`config.mk`:
```
export PLATFORM = sky130hd
export DESIGN_NAME = host_bus_front
export DESIGN_NICKNAME = d
export VERILOG_FILES = /design/src/hw/host_mode_pkg.sv /design/src/hw/pin_sync3.sv /design/src/hw/host_bus_front.sv
export SDC_FILE = /design/constraint.sdc
export NUM_CORES = 1
export LEC_CHECK = 0
export ABC_AREA = 1
export BUFFER_PORTS_ARGS = -buffer_cell sky130_fd_sc_hd__buf_4
export CAP_MARGIN = 20
export CORE_MARGIN = 3
export CORE_UTILIZATION = 50
export DETAILED_ROUTE_END_ITERATION = 12
export GPL_TIMING_DRIVEN = 0
export PLACE_DENSITY = 0.77
export SLEW_MARGIN = 20
export SYNTH_ARGS = -nofsm -noshare
export SYNTH_HDL_FRONTEND = slang
export SYNTH_SLANG_ARGS = --single-unit
export TNS_END_PERCENT = 50
```
`constraint.sdc`:
```
create_clock -name CLK_SYS -period 2 [get_ports CLK_SYS]
set_clock_uncertainty 0.15 [all_clocks]
set_input_delay 0.2 -clock CLK_SYS [delete_from_list [all_inputs] [get_ports CLK_SYS]]
set_output_delay 0.2 -clock CLK_SYS [all_outputs]
set_load 0.1 [all_outputs]
```
`src/hw/host_mode_pkg.sv`:
```
// host interface front end: shared types and constants
// assumes a 10 MHz system clock; pin levels arrive unsynchronised
package host_mode_pkg;

    // system clock rate
    localparam int CLK_MHZ = 10;

    // bus style strap codes
    localparam logic [1:0] STYLE_6800_16 = 2'h3;
    localparam logic [1:0] STYLE_8080_16 = 2'h2;
    localparam logic [1:0] STYLE_6800_8 = 2'h1;
    localparam logic [1:0] STYLE_8080_8 = 2'h0;

    // mode sense codes {upper, lower} that pick the serial modes
    localparam logic [1:0] SENSE_SER_A = 2'h2;
    localparam logic [1:0] SENSE_SER_B = 2'h3;

    // data line positions with a special use
    localparam int SENSE_UPPER_BIT = 15;
    localparam int SENSE_LOWER_BIT = 13;
    localparam int SCK_BIT = 0;
    localparam int SDA_BIT = 8;
    localparam int DATA_W = 16;
    localparam int BYTE_W = 8;

    // reset filter and power-on stretch, in ns and in cycles
    localparam int RST_FILTER_NS = 500;
    localparam int RST_FILTER_CYC = (RST_FILTER_NS * CLK_MHZ + 999) / 1000;
    localparam int POR_HOLD_NS = 2000;
    localparam int POR_HOLD_CYC = (POR_HOLD_NS * CLK_MHZ + 999) / 1000;
    localparam int CNT_W = 8;

    // reset value of the programmable identification flags
    localparam logic [1:0] ID_FLAGS_RST = 2'h0;

    // decoded interface mode
    typedef enum logic [2:0] {
        MODE_P6800_16 = 3'h0,
        MODE_P8080_16 = 3'h1,
        MODE_P6800_8 = 3'h2,
        MODE_P8080_8 = 3'h3,
        MODE_SER_4W = 3'h4,
        MODE_SER_COMPACT = 3'h5,
        MODE_SER_9BIT = 3'h6,
        MODE_RESERVED = 3'h7
    } mode_e;

    // reset sequencer states, gray coded along por -> run
    typedef enum logic [1:0] {
        RS_POR = 2'h0,
        RS_RUN = 2'h1,
        RS_HOLD = 2'h3
    } rst_state_e;

    // host pins as one bundle
    typedef struct packed {
        logic [1:0] bus_style_straps;
        logic select_active_low;
        logic select_active_high;
        logic [1:0] strobe;
        logic command_data_select;
        logic vendor_strap_a;
        logic byte_lane_strap;
        logic reset_pin_n;
        logic [DATA_W-1:0] data;
    } pins_s;

    localparam int PINS_W = $bits(pins_s);

endpackage

```
`src/hw/pin_sync3.sv`:
```
// three-stage pin synchroniser with agreement filter
// assumes inputs come from outside the clock domain
`timescale 1ns/1ps
`default_nettype none
module pin_sync3 import host_mode_pkg::*; #(
    parameter int W = 1,
    parameter logic [W-1:0] INIT = '0
) (
    // clock and reset
    input wire logic clk,
    input wire logic rst_n,
    input wire logic ce,
    // raw and filtered levels
    input wire logic [W-1:0] raw,
    output logic [W-1:0] q
);
    typedef struct packed {
        logic [W-1:0] s1;
        logic [W-1:0] s2;
        logic [W-1:0] s3;
        logic [W-1:0] q;
    } sync_s;

    sync_s st_ff;
    sync_s nxt_st;

    if (W < 1) begin : g_bad_width
        $error("pin_sync3 width must be at least 1");
    end

    // shift, and take a bit only when stages two and three agree
    always_comb begin
        nxt_st = st_ff;
        nxt_st.s1 = raw;
        nxt_st.s2 = st_ff.s1;
        nxt_st.s3 = st_ff.s2;
        for (int i = 0; i < W; i++) begin
            if (st_ff.s2[i] == st_ff.s3[i]) nxt_st.q[i] = st_ff.s3[i];
        end
    end

    // state register
    always_ff @(posedge clk or negedge rst_n) begin
        if (!rst_n) begin
            st_ff <= {INIT, INIT, INIT, INIT};
        end else if (ce) begin
            st_ff <= nxt_st;
        end
    end

    assign q = st_ff.q;
endmodule
`default_nettype wire

```
`src/hw/host_bus_front.sv`:
```
// host interface front end: mode straps, chip select, strobes, resets, id bits
// assumes one 10 MHz clock; host pins are asynchronous and pass pin_sync3
// Notes on behaviour
// bus style 11 or 10 gives 16-bit parallel, 6800 or 8080 strobes
// upper sense 0: style 01 is 6800 8-bit, style 00 is 8080 8-bit
// style 00 with sense 10 gives 4-wire serial, 8-bit tokens
// style 00 with sense 11 gives compact 3/4-wire serial, 8-bit tokens
// style 01 with sense 10 gives 3-wire serial with 9-bit tokens
// selected only while high select is high and low select is low
// all sixteen data lines float while not selected
// reset pin held low returns every control register to default
// power-on reset and software reset work without the reset pin
// reset pin is noise filtered inside, no outside network needed
// four readable id bits: two wired straps plus two programmable flags
// 8-bit modes take low lines or even lines per byte lane strap
// command/data select low is control, high is display data; unused in 9-bit
// serial modes use data line 0 as clock, line 8 as data
// status read returns the two wired strap levels
// strobe pins mean per bus style; unused in serial modes
// strobes and serial clock are ignored while not selected
// the system holds mode straps and sense lines static in operation
`timescale 1ns/1ps
`default_nettype none
module host_bus_front import host_mode_pkg::*; #(
    parameter int FILTER_CYC = RST_FILTER_CYC,
    parameter int POR_CYC = POR_HOLD_CYC
) (
    // clock, power-on reset, clock enable
    input wire logic CLK_SYS,
    input wire logic RST_N,
    input wire logic CLK_EN,
    // host pins
    input wire pins_s PINS,
    // core side controls
    input wire logic SOFT_RESET,
    input wire logic ID_FLAG_WRITE,
    input wire logic [1:0] ID_FLAG_VALUE,
    input wire logic [DATA_W-1:0] READ_WORD,
    // data bus drive
    output logic [DATA_W-1:0] DATA_OUT,
    output logic [DATA_W-1:0] DATA_OE_N,
    // decoded interface state
    output mode_e MODE,
    output logic SELECTED,
    output logic CTRL_RESET_N,
    // parallel transfers
    output logic WRITE_PULSE,
    output logic READ_ACTIVE,
    output logic [DATA_W-1:0] WRITE_WORD,
    output logic DISPLAY_DATA,
    // serial lines
    output logic SERIAL_CLK,
    output logic SERIAL_DATA,
    output logic SERIAL_CD,
    // identification
    output logic [3:0] ID_BITS,
    output logic [1:0] STRAP_STATUS
);
    typedef struct packed {
        rst_state_e rs;
        logic [CNT_W-1:0] cnt;
        logic [CNT_W-1:0] low_cnt;
        logic ctrl_rst_n;
        mode_e mode;
        logic sel;
        logic [1:0] strobe_d;
        logic wr_pulse;
        logic rd_act;
        logic [DATA_W-1:0] wword;
        logic disp;
        logic sck;
        logic sda;
        logic scd;
        logic [1:0] id_flags;
        logic [DATA_W-1:0] dout;
        logic [DATA_W-1:0] oe_n;
    } front_s;

    localparam pins_s PINS_INIT = '{reset_pin_n: 1'b1, default: '0};

    pins_s pin_q;
    front_s st_ff;
    front_s nxt_st;

    if (FILTER_CYC < 1 || FILTER_CYC >= (1 << CNT_W) ||
        POR_CYC < 1 || POR_CYC >= (1 << CNT_W)) begin : g_bad_counts
        $error("reset counts do not fit the counter width");
    end

    // synchronise every host pin
    pin_sync3 #(.W(PINS_W), .INIT(PINS_INIT)) u_sync (
        .clk(CLK_SYS),
        .rst_n(RST_N),
        .ce(CLK_EN),
        .raw(PINS),
        .q(pin_q)
    );

    // decode the interface mode from straps and sense lines
    function automatic mode_e decode_mode(input logic [1:0] style, input logic [1:0] sense);
        mode_e m;
        m = MODE_RESERVED;
        case (style)
            STYLE_6800_16: m = MODE_P6800_16;
            STYLE_8080_16: m = MODE_P8080_16;
            STYLE_6800_8: begin
                if (!sense[1]) m = MODE_P6800_8;
                else if (sense == SENSE_SER_A) m = MODE_SER_9BIT;
            end
            STYLE_8080_8: begin
                if (!sense[1]) m = MODE_P8080_8;
                else if (sense == SENSE_SER_A) m = MODE_SER_4W;
                else m = MODE_SER_COMPACT;
            end
            default: m = MODE_RESERVED;
        endcase
        return m;
    endfunction

    // true for the two 8-bit parallel modes
    function automatic logic is_byte_mode(input mode_e m);
        return (m == MODE_P6800_8) || (m == MODE_P8080_8);
    endfunction

    // true for the three serial modes
    function automatic logic is_serial(input mode_e m);
        return (m == MODE_SER_4W) || (m == MODE_SER_COMPACT) || (m == MODE_SER_9BIT);
    endfunction

    // gather a byte from the bus, low lines or even lines
    function automatic logic [BYTE_W-1:0] take_byte(input logic [DATA_W-1:0] d,
                                                    input logic low_lane);
        logic [BYTE_W-1:0] b;
        b = '0;
        for (int i = 0; i < BYTE_W; i++) begin
            b[i] = low_lane ? d[i] : d[2*i];
        end
        return b;
    endfunction

    // place a byte on the bus lines used by the byte lane strap
    function automatic logic [DATA_W-1:0] put_byte(input logic [BYTE_W-1:0] b,
                                                   input logic low_lane);
        logic [DATA_W-1:0] d;
        d = '0;
        for (int i = 0; i < BYTE_W; i++) begin
            if (low_lane) d[i] = b[i];
            else d[2*i] = b[i];
        end
        return d;
    endfunction

    // next-state logic
    always_comb begin
        logic low_stable;
        logic par;
        logic sixty8;
        logic wr_evt;
        logic rd_now;
        logic [DATA_W-1:0] rword;
        low_stable = 1'b0;
        par = 1'b0;
        sixty8 = 1'b0;
        wr_evt = 1'b0;
        rd_now = 1'b0;
        rword = '0;
        nxt_st = st_ff;
        nxt_st.wr_pulse = 1'b0;

        // reset pin filter: low for FILTER_CYC cycles counts as reset
        if (pin_q.reset_pin_n) begin
            nxt_st.low_cnt = '0;
        end else if (st_ff.low_cnt < CNT_W'(FILTER_CYC)) begin
            nxt_st.low_cnt = st_ff.low_cnt + CNT_W'(1);
        end
        low_stable = (st_ff.low_cnt >= CNT_W'(FILTER_CYC));

        // reset sequencer: power-on stretch, pin hold, software reset
        case (st_ff.rs)
            RS_POR: begin
                nxt_st.ctrl_rst_n = 1'b0;
                if (st_ff.cnt >= CNT_W'(POR_CYC - 1)) begin
                    nxt_st.rs = RS_RUN;
                    nxt_st.ctrl_rst_n = 1'b1;
                    nxt_st.cnt = '0;
                end else begin
                    nxt_st.cnt = st_ff.cnt + CNT_W'(1);
                end
            end
            RS_RUN: begin
                nxt_st.ctrl_rst_n = 1'b1;
                if (low_stable) begin
                    nxt_st.rs = RS_HOLD;
                    nxt_st.ctrl_rst_n = 1'b0;
                end else if (SOFT_RESET) begin
                    nxt_st.rs = RS_POR;
                    nxt_st.ctrl_rst_n = 1'b0;
                    nxt_st.cnt = '0;
                end
            end
            RS_HOLD: begin
                nxt_st.ctrl_rst_n = 1'b0;
                if (pin_q.reset_pin_n) begin
                    nxt_st.rs = RS_RUN;
                    nxt_st.ctrl_rst_n = 1'b1;
                end
            end
            default: begin
                nxt_st.rs = RS_POR;
                nxt_st.ctrl_rst_n = 1'b0;
                nxt_st.cnt = '0;
            end
        endcase

        // mode and selection
        nxt_st.mode = decode_mode(pin_q.bus_style_straps,
                                  {pin_q.data[SENSE_UPPER_BIT], pin_q.data[SENSE_LOWER_BIT]});
        nxt_st.sel = pin_q.select_active_high && !pin_q.select_active_low;
        par = !is_serial(st_ff.mode) && (st_ff.mode != MODE_RESERVED);
        sixty8 = (st_ff.mode == MODE_P6800_16) || (st_ff.mode == MODE_P6800_8);
        nxt_st.strobe_d = pin_q.strobe;

        // strobe meaning: 6800 strobe0 enable, strobe1 read/write;
        // 8080 strobe0 write low, strobe1 read low
        if (sixty8) begin
            wr_evt = st_ff.strobe_d[0] && !pin_q.strobe[0] && !pin_q.strobe[1];
            rd_now = pin_q.strobe[0] && pin_q.strobe[1];
        end else begin
            wr_evt = !st_ff.strobe_d[0] && pin_q.strobe[0];
            rd_now = !pin_q.strobe[1];
        end

        // parallel write capture, only when selected
        if (par && st_ff.sel && wr_evt && st_ff.ctrl_rst_n) begin
            nxt_st.wr_pulse = 1'b1;
            nxt_st.disp = pin_q.command_data_select;
            if (is_byte_mode(st_ff.mode)) begin
                nxt_st.wword = {{(DATA_W-BYTE_W){1'b0}},
                                take_byte(pin_q.data, pin_q.byte_lane_strap)};
            end else begin
                nxt_st.wword = pin_q.data;
            end
        end
        nxt_st.rd_act = par && st_ff.sel && rd_now && st_ff.ctrl_rst_n;

        // read drive and bus float
        if (is_byte_mode(st_ff.mode)) begin
            rword = put_byte(READ_WORD[BYTE_W-1:0], pin_q.byte_lane_strap);
        end else begin
            rword = READ_WORD;
        end
        nxt_st.dout = nxt_st.rd_act ? rword : '0;
        nxt_st.oe_n = nxt_st.rd_act ? '0 : '1;

        // serial lines pass only while selected in a serial mode
        if (is_serial(st_ff.mode) && st_ff.sel) begin
            nxt_st.sck = pin_q.data[SCK_BIT];
            nxt_st.sda = pin_q.data[SDA_BIT];
            nxt_st.scd = (st_ff.mode == MODE_SER_9BIT) ? 1'b0 : pin_q.command_data_select;
        end else begin
            nxt_st.sck = 1'b0;
            nxt_st.sda = 1'b0;
            nxt_st.scd = 1'b0;
        end

        // programmable id flags, back to default on any control reset
        if (!st_ff.ctrl_rst_n) begin
            nxt_st.id_flags = ID_FLAGS_RST;
        end else if (ID_FLAG_WRITE) begin
            nxt_st.id_flags = ID_FLAG_VALUE;
        end
    end

    // state register
    always_ff @(posedge CLK_SYS or negedge RST_N) begin
        if (!RST_N) begin
            st_ff <= '{rs: RS_POR, mode: MODE_RESERVED, id_flags: ID_FLAGS_RST,
                       oe_n: '1, default: '0};
        end else if (CLK_EN) begin
            st_ff <= nxt_st;
        end
    end

    // outputs straight from the state register; strap bits straight from the synchroniser
    assign DATA_OUT = st_ff.dout;
    assign DATA_OE_N = st_ff.oe_n;
    assign MODE = st_ff.mode;
    assign SELECTED = st_ff.sel;
    assign CTRL_RESET_N = st_ff.ctrl_rst_n;
    assign WRITE_PULSE = st_ff.wr_pulse;
    assign READ_ACTIVE = st_ff.rd_act;
    assign WRITE_WORD = st_ff.wword;
    assign DISPLAY_DATA = st_ff.disp;
    assign SERIAL_CLK = st_ff.sck;
    assign SERIAL_DATA = st_ff.sda;
    assign SERIAL_CD = st_ff.scd;
    assign ID_BITS = {st_ff.id_flags, pin_q.byte_lane_strap, pin_q.vendor_strap_a};
    assign STRAP_STATUS = {pin_q.byte_lane_strap, pin_q.vendor_strap_a};
endmodule
`default_nettype wire

```
==> impl_results.md <==
- DR vias/cell: 4.96
- Area leader, netlist: dfrtp_1
- Post-synthesis register bit count: 169
- Hold Crit Class: in -> reg
- Synth Flop Type: dfrtp_1
- Gpl congestion: 0.815
- ANT cells: 0
- Starting Density: 0.512
- Largest net degree at the start of global routing: 96
- CTS tree: built
- First-pass detailed-route iteration total: 5
- Die W: around 130 um
- Total core area: 14600 um2
- Clock Tree Buf Depth: 2
- Outcome: finished, final reports clean
- Tot GR Track Use: 0.218
- Detailed-placement wirelength estimate: 11500 um
- Final worst path period need: 1.93 ns
- Area of the multi-input gates: between 2000 and 2500 um2
- Actual slew at the worst max-slew pin: 0.728 ns
- Combinational Power Share: 0.234
- Slew headroom: 0.515
- Post-route ant nets: 0
- Max VDD drop: about 0.64 mV
- Initial DRC count: 415
- Part of the cycle the worst path needs: 0.964
- Cell Int Power: approximately 6.5 mW
- Clk Latency, worst-skew pair: 0.43 ns
- Switching share of power: 0.329
- Synth top area share: 0.540
- Util after Layout: 0.657
- Syn Inst Count: 839
- # DRC: 0
- Syn Nets: 896
- Clock transition at path regs: 0.06 ns
- CP arrival: 1.58 ns
- Total power: 9.63 mW
- DP Area: around 8600 um2
- Net count, final: around 1100
- Max Cap Viol: 0
- FILL cells: 1190
- WL/cell: between 10 and 15 um
- Cell Rows: 44
- Final WL: approximately 17000 um
- Worst Path Max Fanout: 17
- Syn Area/Cell: 8.90 um2
- Unrepaired setup endpoints after global routing: no
- Mapped Area: around 7500 um2
- Vias in the first global route: ~5900
- Largest cells by area after synthesis: dfrtp_1 54%, nand2_1 15%, o21ai_0 6.8%
- First-pass GRT wire length: 28300 um
- Register area: 4240 um2
- Fin. Hold Viols: 0
- Num ports: 114
- Post-synth EDFFs: 0
- Number of I/O port buffers: approximately 110
- Clock power share: 0.328
- Clock buffers created by TritonCTS: 17
- Fmax: 0.519 GHz
- Clock root cell: clkbuf_16
- Die Y: 128 um
- DIE AREA: 16400 um2
- CP Launch Type: register
- Element type at the critical path end: output port
- Post-synth ARST share: 1.00
- Pwr Density: 1000 nW/um2
- Final WS setup: a little over 0.07 ns
- WS Path Type: reg -> out
- Ratio of cells with drive above 1 in the final layout: 0.246
- # H-tree levels: 4
- P_sw: 3.17 mW
- Clk sink count: 169
- Post-synthesis to final-layout area growth: 28.5%
- Via count: 6019
- Yosys warns: 0
- Final Instance Area: 9590 um2
- Endpoints failing setup: 0
- Congestion Overflow GR: 0
- Post-synthesis sequential area ratio: 0.568
- Netlist cell types: 36
- Initial antenna violation count: 0
- WP data required: approximately 1.7 ns
- P_leak: 4.97 nW
- Max-slew violation count: 0
- Sequential Power Share: 0.438
- Worst slack, placed: 0.282 ns
## state kept, by name, summed over array words and instances, names as in the netlist, 2 cells and up
name / count
st_ff: 19
WRITE_WORD: 16
u_sync.q: 26
ID_BITS: 2
u_sync.st_ff: 26
MODE: 3
DATA_OUT: 16
u_sync.nxt_st: 52
## routing by layer
| metal | share of wire | global-route usage |
|---|---|---|
| met3 | 0.054 | 0.0450 |
| met4 | 0.016 | 0.0712 |
| met2 | 0.48 | 0.353 |
| met1 | 0.45 | 0.295 |
| met5 | 0 | 0 |
## stage by stage
stage	hold slack, ns	std cells	setup TNS [ns]
finish	0.0580	1213	0
global placement	0.252	1135	-55.93
global route	0.121	1213	0
detailed placement	0.128	1136	0
floorplan	-0.246	839	0
CTS	0.0562	1213	0
## placed cells by master (no fill, tap or decap), types with 5 or more instances in the layout
| master | Yosys | final |
|---|---|---|
| nand2_1 | 301 | 301 |
| buf_4 | 58 | 169 |
| dfrtp_1 | 161 | 161 |
| o21ai_0 | 102 | 102 |
| inv_1 | 50 | 50 |
| dlygate4sd3_1 | 0 | 45 |
| nor2_1 | 41 | 41 |
| clkbuf_16 | 0 | 17 |
| buf_2 | 15 | 15 |
| clkbuf_1 | 10 | 13 |
| o21ai_1 | 13 | 13 |
| nand3_1 | 10 | 10 |
| o21ai_2 | 9 | 9 |
| dfstp_2 | 8 | 8 |
| ha_1 | 8 | 8 |
| o211ai_1 | 7 | 7 |
| inv_2 | 5 | 5 |
| a21oi_1 | 5 | 5 |
| clkbuf_8 | 0 | 5 |
## synthesized netlist by cell type (2+ instances only)
cell / count
a22oi_1: 4
buf_6: 4
o21ai_2: 9
buf_2: 15
nand3_1: 10
dfstp_2: 8
inv_1: 50
a21oi_1: 5
ha_1: 8
o21ai_0: 102
o21ai_1: 13
nor2_2: 2
nor2_1: 41
clkbuf_1: 10
inv_2: 5
nand2_1: 301
nor2_4: 2
nand2_4: 2
xor2_1: 2
o211ai_1: 7
mux2i_1: 3
buf_4: 58
dfrtp_1: 161
or2_2: 2
nor3_1: 4
## worst paths after layout
| kind | start | end | slack [ns] | depth (start not counted) |
|---|---|---|---|---|
| max in group asynchronous | RST_N | u_sync.nxt_st[42] | 0.63 | 3 |
| min | ID_FLAG_WRITE | ID_BITS[3] | 0.06 | 4 |
| max reg2reg | MODE[2] | WRITE_WORD[14] | 0.25 | 5 |
| max | DATA_OE_N[14] | DATA_OE_N[6] | 0.07 | 2 |
| min in group asynchronous | RST_N | WRITE_WORD[12] | 0.23 | 2 |
| min reg2reg | u_sync.nxt_st[42] | u_sync.nxt_st[42] | 0.31 | 2 |
## cell type report
type,count,area share
clock inverters,7,0.00678
clock buffers,25,0.0527
flip-flops and latches,169,0.442
multi-input cells,527,0.252
well taps,184,0.0240
repair buffers,158,0.138
inverters,55,0.0215
plain buffers,88,0.0622
## what timing repair did
item                                    4_1_cts  5_1_grt
endpoints found under the setup margin        0        0
hold buffers                                 45        0
setup buffers                                 0        0
resized for setup                             0        0
hold endpoints to repair                    136        0
## logic make-up (layout without fill, tap and decap cells)
kind of cell,Yosys count,count (layout),synth area share
AO/OA/AOI/OAI,146,146,0.110
XOR/XNOR,3,3,0.00352
adder cells (fa/ha/maj),8,8,0.0134
buffers and inverters,143,333,0.108
flip-flops,169,169,0.568
multiplexers,3,3,0.00402
AND/OR/NAND/NOR,367,367,0.194
## power by group through the flow
stage	Combinational [mW]	Clock (mW)	Sequential, mW
floorplan	1.56	0	4.25
global placement	2.11	0	4.25
detailed placement	2.18	0	4.26
CTS	2.27	3.19	4.21
global route	2.49	3.34	4.28
finish	2.25	3.16	4.22
## critical path, cell delays in order, from the launching register on
cell and delay, ns:
dfstp_2 0.71, buf_4 0.17, buf_4 0.27
No activity file was read; power rests on OpenSTA's default activity.
